<file path="src/fdcrs_pkg.sv">
// fdcrs_pkg: constants, types and bit layout of the result status flag block
// assumes a single 100 MHz controller clock (mclk) shared by every user
package fdcrs_pkg;

	// bit layout of the command outcome status byte
	localparam int COS_UNIT_LO_BIT   = 0;
	localparam int COS_UNIT_HI_BIT   = 1;
	localparam int COS_HEAD_BIT      = 2;
	localparam int COS_NOT_AVAIL_BIT = 3;
	localparam int COS_EQ_FAULT_BIT  = 4;
	localparam int COS_POS_DONE_BIT  = 5;
	localparam int COS_TERM_LO_BIT   = 6;
	localparam int COS_TERM_HI_BIT   = 7;

	// bit layout of the transfer fault status byte
	localparam int TFS_ID_SYNC_BIT   = 0;
	localparam int TFS_PROTECT_BIT   = 1;
	localparam int TFS_MISSING_BIT   = 2;
	localparam int TFS_UNUSED3_BIT   = 3;
	localparam int TFS_LATE_BIT      = 4;
	localparam int TFS_CRC_BIT       = 5;
	localparam int TFS_UNUSED6_BIT   = 6;
	localparam int TFS_CYL_END_BIT   = 7;

	// reset values
	localparam logic [7:0] COS_RESET = 8'h00;
	localparam logic [7:0] TFS_RESET = 8'h00;

	// counts
	localparam logic [6:0] RECAL_STEP_LIMIT = 7'h4D;
	localparam logic [1:0] INDEX_LIMIT      = 2'h2;
	localparam int         SYNC_WIDTH       = 6;

	// command classes issued by the sequencer
	typedef enum logic [3:0] {
		FDCRS_CMD_SEEK       = 4'h0,
		FDCRS_CMD_RECAL      = 4'h1,
		FDCRS_CMD_READ       = 4'h2,
		FDCRS_CMD_READ_DEL   = 4'h3,
		FDCRS_CMD_WRITE      = 4'h4,
		FDCRS_CMD_WRITE_DEL  = 4'h5,
		FDCRS_CMD_FORMAT     = 4'h6,
		FDCRS_CMD_READ_ID    = 4'h7,
		FDCRS_CMD_READ_TRACK = 4'h8,
		FDCRS_CMD_SCAN       = 4'h9,
		FDCRS_CMD_OTHER      = 4'hF
	} fdcrs_cmd_t;

	typedef enum logic [1:0] {
		FDCRS_ST_IDLE = 2'b01,
		FDCRS_ST_EXEC = 2'b10
	} fdcrs_state_t;

	// raw drive pins, asynchronous to mclk
	typedef struct packed {
		logic fault;
		logic ready;
		logic two_side;
		logic track_zero;
		logic write_protect;
		logic index;
	} fdcrs_drive_t;

	// one-cycle events from the command sequencer, same clock
	typedef struct packed {
		logic id_crc_err;
		logic data_crc_err;
		logic host_late;
		logic sector_not_found;
		logic id_read_fail;
		logic start_sector_lost;
		logic beyond_last_sector;
		logic id_mark_seen;
		logic data_mark_missing;
		logic step_pulse;
		logic pos_done;
	} fdcrs_event_t;

	// whole state of the flag block apart from the pin synchroniser
	typedef struct packed {
		fdcrs_state_t state;
		fdcrs_cmd_t   cmd;
		logic [6:0]   step_cnt;
		logic [1:0]   index_cnt;
		logic         index_prev;
		logic [1:0]   term_class;
		logic         pos_done;
		logic         eq_fault;
		logic         not_avail;
		logic         head_side;
		logic [1:0]   unit_pick;
		logic         cyl_end;
		logic         crc_mismatch;
		logic         host_late;
		logic         sector_missing;
		logic         media_protected;
		logic         id_sync_absent;
		logic         data_sync_absent;
	} fdcrs_regs_t;

endpackage : fdcrs_pkg

</file>
<file path="src/fdcrs_sync.sv">
// fdcrs_sync: two flip-flop synchroniser for the drive pin group
// assumes pins are slow levels; a pulse shorter than one clock may be missed
`timescale 1ns/1ps
module fdcrs_sync
(
	input  wire logic                 mclk,
	input  wire logic                 rst_n,
	input  wire fdcrs_pkg::fdcrs_drive_t pin_in,
	output fdcrs_pkg::fdcrs_drive_t   pin_sync
);

	fdcrs_pkg::fdcrs_drive_t meta_reg;
	fdcrs_pkg::fdcrs_drive_t sync_reg;

	// first stage feeds only the second stage
	always_ff @(posedge mclk or negedge rst_n)
	begin
		if (!rst_n)
		begin
			meta_reg <= '0;
			sync_reg <= '0;
		end
		else
		begin
			meta_reg <= pin_in;
			sync_reg <= meta_reg;
		end
	end

	assign pin_sync = sync_reg;

endmodule : fdcrs_sync

</file>
<file path="src/fdcrs_flags.sv">
// fdcrs_flags: result phase status flags of the floppy controller
// assumes the command sequencer runs on mclk and gives one-cycle events;
// drive pins arrive asynchronously and are synchronised here
`timescale 1ns/1ps
module fdcrs_flags
(
	input  wire logic                    mclk,
	input  wire logic                    rst_n,
	input  wire fdcrs_pkg::fdcrs_drive_t drive_pins,
	input  wire logic                    cmd_start,
	input  wire fdcrs_pkg::fdcrs_cmd_t   cmd_class,
	input  wire logic                    cmd_head,
	input  wire logic                    cmd_done,
	input  wire fdcrs_pkg::fdcrs_event_t exec_event,
	input  wire logic                    int_raise,
	input  wire logic [1:0]              int_unit,
	input  wire logic                    int_head,
	input  wire logic [1:0]              int_term_class,
	output logic [7:0]                   command_outcome_status,
	output logic [7:0]                   transfer_fault_status,
	output logic                         data_sync_absent_flag,
	output logic                         exec_busy
);

	fdcrs_pkg::fdcrs_drive_t pins_s;
	fdcrs_pkg::fdcrs_regs_t  st_reg;
	fdcrs_pkg::fdcrs_regs_t  st_next;

	// pins pass two flip-flops before any use
	fdcrs_sync u_sync
	(
		.mclk     (mclk),
		.rst_n    (rst_n),
		.pin_in   (drive_pins),
		.pin_sync (pins_s)
	);

	function automatic logic is_rw(input fdcrs_pkg::fdcrs_cmd_t c);
		case (c)
			fdcrs_pkg::FDCRS_CMD_READ,
			fdcrs_pkg::FDCRS_CMD_READ_DEL,
			fdcrs_pkg::FDCRS_CMD_WRITE,
			fdcrs_pkg::FDCRS_CMD_WRITE_DEL,
			fdcrs_pkg::FDCRS_CMD_FORMAT,
			fdcrs_pkg::FDCRS_CMD_READ_ID,
			fdcrs_pkg::FDCRS_CMD_READ_TRACK,
			fdcrs_pkg::FDCRS_CMD_SCAN:
			begin
				is_rw = 1'b1;
			end
			default:
			begin
				is_rw = 1'b0;
			end
		endcase
	endfunction : is_rw

	function automatic logic is_write(input fdcrs_pkg::fdcrs_cmd_t c);
		case (c)
			fdcrs_pkg::FDCRS_CMD_WRITE,
			fdcrs_pkg::FDCRS_CMD_WRITE_DEL,
			fdcrs_pkg::FDCRS_CMD_FORMAT:
			begin
				is_write = 1'b1;
			end
			default:
			begin
				is_write = 1'b0;
			end
		endcase
	endfunction : is_write

	function automatic logic is_sector_seek(input fdcrs_pkg::fdcrs_cmd_t c);
		case (c)
			fdcrs_pkg::FDCRS_CMD_READ,
			fdcrs_pkg::FDCRS_CMD_READ_DEL,
			fdcrs_pkg::FDCRS_CMD_WRITE_DEL,
			fdcrs_pkg::FDCRS_CMD_SCAN:
			begin
				is_sector_seek = 1'b1;
			end
			default:
			begin
				is_sector_seek = 1'b0;
			end
		endcase
	endfunction : is_sector_seek

	function automatic logic is_positioning(input fdcrs_pkg::fdcrs_cmd_t c);
		case (c)
			fdcrs_pkg::FDCRS_CMD_SEEK,
			fdcrs_pkg::FDCRS_CMD_RECAL:
			begin
				is_positioning = 1'b1;
			end
			default:
			begin
				is_positioning = 1'b0;
			end
		endcase
	endfunction : is_positioning

	logic                  exec_now;
	fdcrs_pkg::fdcrs_cmd_t cur_cmd;
	logic                  index_rise;
	// a count left over from the last command must not fire in the next start cycle
	logic                  step_limit_hit;
	logic                  index_limit_hit;

	// edge and limit detection feed the flag updates below
	always_comb
	begin
		index_rise      = pins_s.index && !st_reg.index_prev;
		step_limit_hit  = !cmd_start && (st_reg.step_cnt == fdcrs_pkg::RECAL_STEP_LIMIT);
		index_limit_hit = !cmd_start && (st_reg.index_cnt == fdcrs_pkg::INDEX_LIMIT);
	end

	always_comb
	begin
		st_next = st_reg;
		exec_now = 1'b0;
		cur_cmd = st_reg.cmd;
		st_next.index_prev = pins_s.index;

		// clear first, so every set below in the same cycle wins
		if (cmd_start)
		begin
			st_next.cmd             = cmd_class;
			cur_cmd                 = cmd_class;
			st_next.step_cnt        = '0;
			st_next.index_cnt       = '0;
			st_next.term_class      = '0;
			st_next.pos_done        = 1'b0;
			st_next.eq_fault        = 1'b0;
			st_next.not_avail       = 1'b0;
			st_next.head_side       = 1'b0;
			st_next.unit_pick       = '0;
			st_next.cyl_end         = 1'b0;
			st_next.crc_mismatch    = 1'b0;
			st_next.host_late       = 1'b0;
			st_next.sector_missing  = 1'b0;
			st_next.media_protected = 1'b0;
			st_next.id_sync_absent  = 1'b0;
			st_next.data_sync_absent = 1'b0;
		end

		case (st_reg.state)
			fdcrs_pkg::FDCRS_ST_IDLE:
			begin
				if (cmd_start)
				begin
					st_next.state = fdcrs_pkg::FDCRS_ST_EXEC;
				end
			end
			fdcrs_pkg::FDCRS_ST_EXEC:
			begin
				exec_now = 1'b1;
				if (cmd_done && !cmd_start)
				begin
					st_next.state = fdcrs_pkg::FDCRS_ST_IDLE;
				end
			end
			default:
			begin
				st_next.state = fdcrs_pkg::FDCRS_ST_IDLE;
			end
		endcase
		if (cmd_start)
		begin
			exec_now = 1'b1;
		end

		// drive readiness is judged as the command is taken
		if (cmd_start && is_rw(cmd_class))
		begin
			if (!pins_s.ready)
			begin
				st_next.not_avail = 1'b1;
			end
			if (cmd_head && !pins_s.two_side)
			begin
				st_next.not_avail = 1'b1;
			end
		end

		if (exec_now && is_positioning(cur_cmd) && exec_event.pos_done)
		begin
			st_next.pos_done = 1'b1;
		end

		// fault is watched at all times, not only in execution
		if (pins_s.fault)
		begin
			st_next.eq_fault = 1'b1;
		end

		// recalibrate step counter saturates at the limit
		if (exec_now && cur_cmd == fdcrs_pkg::FDCRS_CMD_RECAL)
		begin
			if (exec_event.step_pulse && st_next.step_cnt != fdcrs_pkg::RECAL_STEP_LIMIT)
			begin
				st_next.step_cnt = st_next.step_cnt + 7'h01;
			end
			if (step_limit_hit && !pins_s.track_zero)
			begin
				st_next.eq_fault = 1'b1;
				st_next.pos_done = 1'b1;
			end
		end

		if (exec_now && exec_event.beyond_last_sector)
		begin
			st_next.cyl_end = 1'b1;
		end

		if (exec_now && (exec_event.id_crc_err || exec_event.data_crc_err))
		begin
			st_next.crc_mismatch = 1'b1;
		end

		if (exec_now && exec_event.host_late)
		begin
			st_next.host_late = 1'b1;
		end

		if (exec_now && is_sector_seek(cur_cmd) && exec_event.sector_not_found)
		begin
			st_next.sector_missing = 1'b1;
		end

		if (exec_now && cur_cmd == fdcrs_pkg::FDCRS_CMD_READ_ID && exec_event.id_read_fail)
		begin
			st_next.sector_missing = 1'b1;
		end

		if (exec_now && cur_cmd == fdcrs_pkg::FDCRS_CMD_READ_TRACK
			&& exec_event.start_sector_lost)
		begin
			st_next.sector_missing = 1'b1;
		end

		if (exec_now && is_write(cur_cmd) && pins_s.write_protect)
		begin
			st_next.media_protected = 1'b1;
		end

		// index pulses counted since the last id mark, which clears the count
		if (exec_now && is_rw(cur_cmd))
		begin
			if (exec_event.id_mark_seen)
			begin
				st_next.index_cnt = '0;
			end
			else if (index_rise && st_next.index_cnt != fdcrs_pkg::INDEX_LIMIT)
			begin
				st_next.index_cnt = st_next.index_cnt + 2'h1;
			end
			if (index_limit_hit)
			begin
				st_next.id_sync_absent = 1'b1;
			end
		end

		if (exec_now && exec_event.data_mark_missing)
		begin
			st_next.id_sync_absent   = 1'b1;
			st_next.data_sync_absent = 1'b1;
		end

		// head, unit and class frozen at the interrupt
		if (int_raise)
		begin
			st_next.head_side  = int_head;
			st_next.unit_pick  = int_unit;
			st_next.term_class = int_term_class;
		end
	end

	always_ff @(posedge mclk or negedge rst_n)
	begin
		if (!rst_n)
		begin
			st_reg <= '{
				state: fdcrs_pkg::FDCRS_ST_IDLE,
				cmd: fdcrs_pkg::FDCRS_CMD_OTHER,
				default: '0
			};
		end
		else
		begin
			st_reg <= st_next;
		end
	end

	// byte assembly is wiring only; every bit is a flip-flop except unused bits 3 and 6 of the transfer fault byte, tied to zero
	always_comb
	begin
		command_outcome_status = fdcrs_pkg::COS_RESET;
		command_outcome_status[fdcrs_pkg::COS_TERM_HI_BIT]   = st_reg.term_class[1];
		command_outcome_status[fdcrs_pkg::COS_TERM_LO_BIT]   = st_reg.term_class[0];
		command_outcome_status[fdcrs_pkg::COS_POS_DONE_BIT]  = st_reg.pos_done;
		command_outcome_status[fdcrs_pkg::COS_EQ_FAULT_BIT]  = st_reg.eq_fault;
		command_outcome_status[fdcrs_pkg::COS_NOT_AVAIL_BIT] = st_reg.not_avail;
		command_outcome_status[fdcrs_pkg::COS_HEAD_BIT]      = st_reg.head_side;
		command_outcome_status[fdcrs_pkg::COS_UNIT_HI_BIT]   = st_reg.unit_pick[1];
		command_outcome_status[fdcrs_pkg::COS_UNIT_LO_BIT]   = st_reg.unit_pick[0];
	end

	always_comb
	begin
		transfer_fault_status = fdcrs_pkg::TFS_RESET;
		transfer_fault_status[fdcrs_pkg::TFS_CYL_END_BIT] = st_reg.cyl_end;
		transfer_fault_status[fdcrs_pkg::TFS_UNUSED6_BIT] = 1'b0;
		transfer_fault_status[fdcrs_pkg::TFS_CRC_BIT]     = st_reg.crc_mismatch;
		transfer_fault_status[fdcrs_pkg::TFS_LATE_BIT]    = st_reg.host_late;
		transfer_fault_status[fdcrs_pkg::TFS_UNUSED3_BIT] = 1'b0;
		transfer_fault_status[fdcrs_pkg::TFS_MISSING_BIT] = st_reg.sector_missing;
		transfer_fault_status[fdcrs_pkg::TFS_PROTECT_BIT] = st_reg.media_protected;
		transfer_fault_status[fdcrs_pkg::TFS_ID_SYNC_BIT] = st_reg.id_sync_absent;
	end

	assign data_sync_absent_flag = st_reg.data_sync_absent;
	assign exec_busy             = (st_reg.state == fdcrs_pkg::FDCRS_ST_EXEC);

endmodule : fdcrs_flags

</file>
<file path="config.mk">
export PLATFORM = sky130hd
export DESIGN_NAME = fdcrs_flags
export DESIGN_NICKNAME = d
export VERILOG_FILES = /design/src/fdcrs_pkg.sv /design/src/fdcrs_sync.sv /design/src/fdcrs_flags.sv
export SDC_FILE = /design/constraint.sdc
export NUM_CORES = 1
export LEC_CHECK = 0
export BUFFER_PORTS_ARGS = -buffer_cell sky130_fd_sc_hd__buf_2
export CORE_MARGIN = 2
export CORE_UTILIZATION = 40
export CTS_CLUSTER_SIZE = 8
export DETAILED_ROUTE_END_ITERATION = 8
export PLACE_DENSITY = 0.71
export SYNTH_ARGS = -nofsm -noshare
export SYNTH_HDL_FRONTEND = slang
export SYNTH_SLANG_ARGS = --single-unit
</file>
<file path="constraint.sdc">
create_clock -name mclk -period 1.5 [get_ports mclk]
set_input_delay 0.15 -clock mclk [delete_from_list [all_inputs] [get_ports mclk]]
set_output_delay 0.15 -clock mclk [all_outputs]
set_load 0.01 [all_outputs]
</file>
==> impl_metrics.py <==
metrics = {
    "run_status": {
        "status": "finished, violations left",
        "violations": "setup timing",
    },
    "cells_and_area": {
        "syn_to_final_growth_pct": 42.37,
        "largest_reg_flops": 16,
        "drive_above_1_share": 0.5200,
        "fin_cells": 345,
        "multi_input_area_um2": 968.4,
        "stdcell_area_um2": 2989,
        "fin_nets": 309,
        "fill_cells": 444,
        "ff_latch_area_um2": 1082,
        "n_antenna_cell": 0,
    },
    "clock_tree": {
        "cts-root-buf": "clkbuf_8",
        "cts_tree": "yes",
        "path_clk_slew_ns": 0.08,
        "numCtsBuffers": 5,
        "htreeDepth": 2,
        "clockBufferDepth": 2,
        "cts_sinks": 43,
        "clock_latency_ns": 0.30,
    },
    "logic_synthesis": {
        "syn-instance-count": 185,
        "netlist_area_um2": 2100,
        "synth_edf_count": 0,
        "ys_async_sr_fraction": 1.000,
        "yosysTopAreaCell": "dfrtp_1",
        "syn_area_per_cell_um2": 11.35,
        "synth_top_area_frac": 0.4529,
        "synth_cell_types": 53,
        "synth_seq_area_share": 0.5155,
        "synthTopCellsByArea": "dfrtp_1 (45%), dfstp_2 (6.3%), buf_4 (5.7%), a22o_1 (4.2%), ha_1 (1.8%)",
        "synth_warnings": 0,
        "yosys_register_bits": 43,
        "synth_ff_type": "dfrtp_1",
    },
    "job": {
        "maxCapViolations": 0,
    },
    "worst_setup_path": {
        "endpoint_kind": "flop",
        "cp_max_fo": 8,
        "cp.buffers_inverters": 1,
        "critPathLaunchType": "flop",
        "critical_path.top_delay_family": "flip-flops",
        "path_cells": "nor4b_4 -> a22oi_2 -> buf_4 -> nor3b_2 -> mux2i_1",
        "crit_required_ns": 1.72,
        "crit_type": "flop to flop",
        "arrival_ns": 1.93,
        "cpPeakStageDelay_ns": 0.53,
        "critPathSlowestCell": "dfstp_2",
    },
    "sta": {
        "timing.final.crit_share": 1.137,
        "worst_slack_ns": -0.2059,
        "slew_violations": 0,
        "worst_pin_slew_ns": 0.5344,
        "period_needed_ns": 1.706,
        "finalHoldViolCount": 0,
        "setup_viol_count_final": 12,
        "rsz0062_at_grt": "true",
        "clock.fmax_mhz": 586.2,
        "clock_skew_ns": 0.009566,
        "relSlewSlack": 0.6437,
    },
    "route": {
        "drcViolationCount": 0,
        "drt_first_pass_iters": 5,
        "routed_wl_um": 4886,
        "ant_nets": 0,
        "vias": 1708,
        "detail_route.wl_per_cell_um": 14.16,
        "drt_iter0_markers": 73,
        "via_per_inst": 4.951,
    },
    "power_and_ir_drop": {
        "ir_drop_mv": 0.6380,
        "leakage_uw": 0.001400,
        "power_density_nw_per_um2": 1017,
    },
    "floorplanning": {
        "die-width_um": 76.45,
        "die-area_um2": 5845,
        "core_um2": 5075,
        "die_height_um": 76.45,
        "ios": 50,
        "start_util": 0.4137,
        "rows": 26,
    },
    "global_route": {
        "antenna_found_initial": 0,
        "overflow": 0,
        "track_usage": 0.1753,
        "grt_pass1_wl_um": 8142,
        "grt_max_degree": 44,
        "grt_pass1_vias": 1692,
    },
    "place": {
        "dp_hpwl_um": 3370,
        "globalplace.congestion": 0.8090,
        "dpl_cell_area_um2": 2584,
        "io_buffers": 47,
        "place_inst": 323,
    },
    "hold_path": {
        "hold_path_class": "input port to flop",
    },
}
==> cells in the final DEF, fill, tap and decap left out, types with 2 or more instances in the layout <==
cell type / count
buf_2: 47
buf_4: 45
dfrtp_1: 38
a22o_1: 10
nor2_1: 9
nand2_1: 7
dlygate4sd3_1: 7
inv_1: 6
nand4_1: 5
clkbuf_8: 5
dfstp_2: 5
nor3b_2: 4
o31ai_1: 4
a21oi_2: 4
o21ai_0: 4
buf_6: 4
mux2_2: 3
xor2_1: 3
nor2b_1: 3
nor3_4: 3
nand2b_1: 3
nand4b_1: 2
nor4b_4: 2
or4_4: 2
nor3_1: 2
or4_1: 2
a211o_1: 2
a21o_1: 2
a21oi_1: 2
a31oi_1: 2
conb_1: 2
bufinv_16: 2
==> path summary, 6_finish.rpt <==
| kind | depth (start not counted) | end | startpoint | slack (ns) |
|---|---|---|---|---|
| worst max-delay path | 5 | st_reg[19] | st_reg[25] | -0.21 |
| worst max register to register | 5 | st_reg[19] | st_reg[25] | -0.21 |
| worst min-delay path | 2 | transfer_fault_status[4] | exec_event[8] | 0.07 |
| worst min register to register | 0 | u_sync.pin_sync[3] | u_sync.meta_reg[3] | 0.35 |
| max in group asynchronous | 3 | command_outcome_status[4] | rst_n | 0.69 |
| min in group asynchronous | 3 | u_sync.pin_sync[1] | rst_n | 0.44 |
==> cell type report <==
type,instances,share of cell area
flip-flops and latches,43,0.3621
multi-input cells,114,0.3240
repair buffers,103,0.2302
well taps,70,0.02930
clock buffers,5,0.02302
clock inverters,3,0.02260
inverters,7,0.008790
==> where the power goes <==
group          switching, uW  internal (uW)
clock                    415            664
combinational            295            327
sequential              59.7           1280
==> cell families (layout without fill, tap and decap cells) <==
| family | Yosys count | count (layout) | share of synthesized area |
|---|---|---|---|
| buffers and inverters | 29 | 118 | 0.09714 |
| AO/OA/AOI/OAI | 40 | 40 | 0.1407 |
| adder cells (fa/ha/maj) | 3 | 3 | 0.01788 |
| AND/OR/NAND/NOR | 60 | 60 | 0.1848 |
| flip-flops | 43 | 43 | 0.5155 |
| XOR/XNOR | 4 | 4 | 0.01669 |
| multiplexers | 5 | 5 | 0.02562 |
| other | 1 | 2 | 0.001786 |
==> metal layers <==
layer,track usage,up-vias,routed length [um]
met5,0,-,0
met4,0.06000,0,68
met3,0.04858,7,206
met2,0.2681,40,2420
met1,0.2401,829,2191
li1,-,832,-
==> metrics by stage <==
step,TNS [ns],hold WS [ns],power [uW],util,setup slack (ns)
after floorplan,-0.5606,-0.1456,1663,-,-0.08535
after global placement,-1.578,0.2556,1878,0.5091,-0.1920
final,-1.523,0.06743,3039,0.5890,-0.2059
after global routing,-2.309,0.05597,3200,0.5890,-0.3115
after detailed placement,-2.151,0.2597,1890,0.5091,-0.2846
after CTS,-1.464,0.05385,3027,0.5680,-0.1835
==> synth_stat cells, drive strengths merged, types with 3 or more instances <==
cell / number
dfrtp: 38
buf: 18
a22o: 10
nor2: 10
inv: 7
nand2: 7
a21oi: 6
nor3: 6
nor3b: 6
dfstp: 5
nand4: 5
nor2b: 5
clkbuf: 4
o21ai: 4
o31ai: 4
or4: 4
ha: 3
mux2: 3
nand2b: 3
xor2: 3
==> what timing repair did <==
| action | 4_1_cts | 5_1_grt |
|---|---|---|
| gates resized for setup | 15 | 15 |
| endpoints found under the hold margin | 44 | 0 |
| pin swaps | 5 | 12 |
| hold buffers | 7 | 0 |
| buffers inserted | 3 | 6 |
| endpoints found under the setup margin | 12 | 13 |
Note: power is estimated with default switching activity, not from simulation.
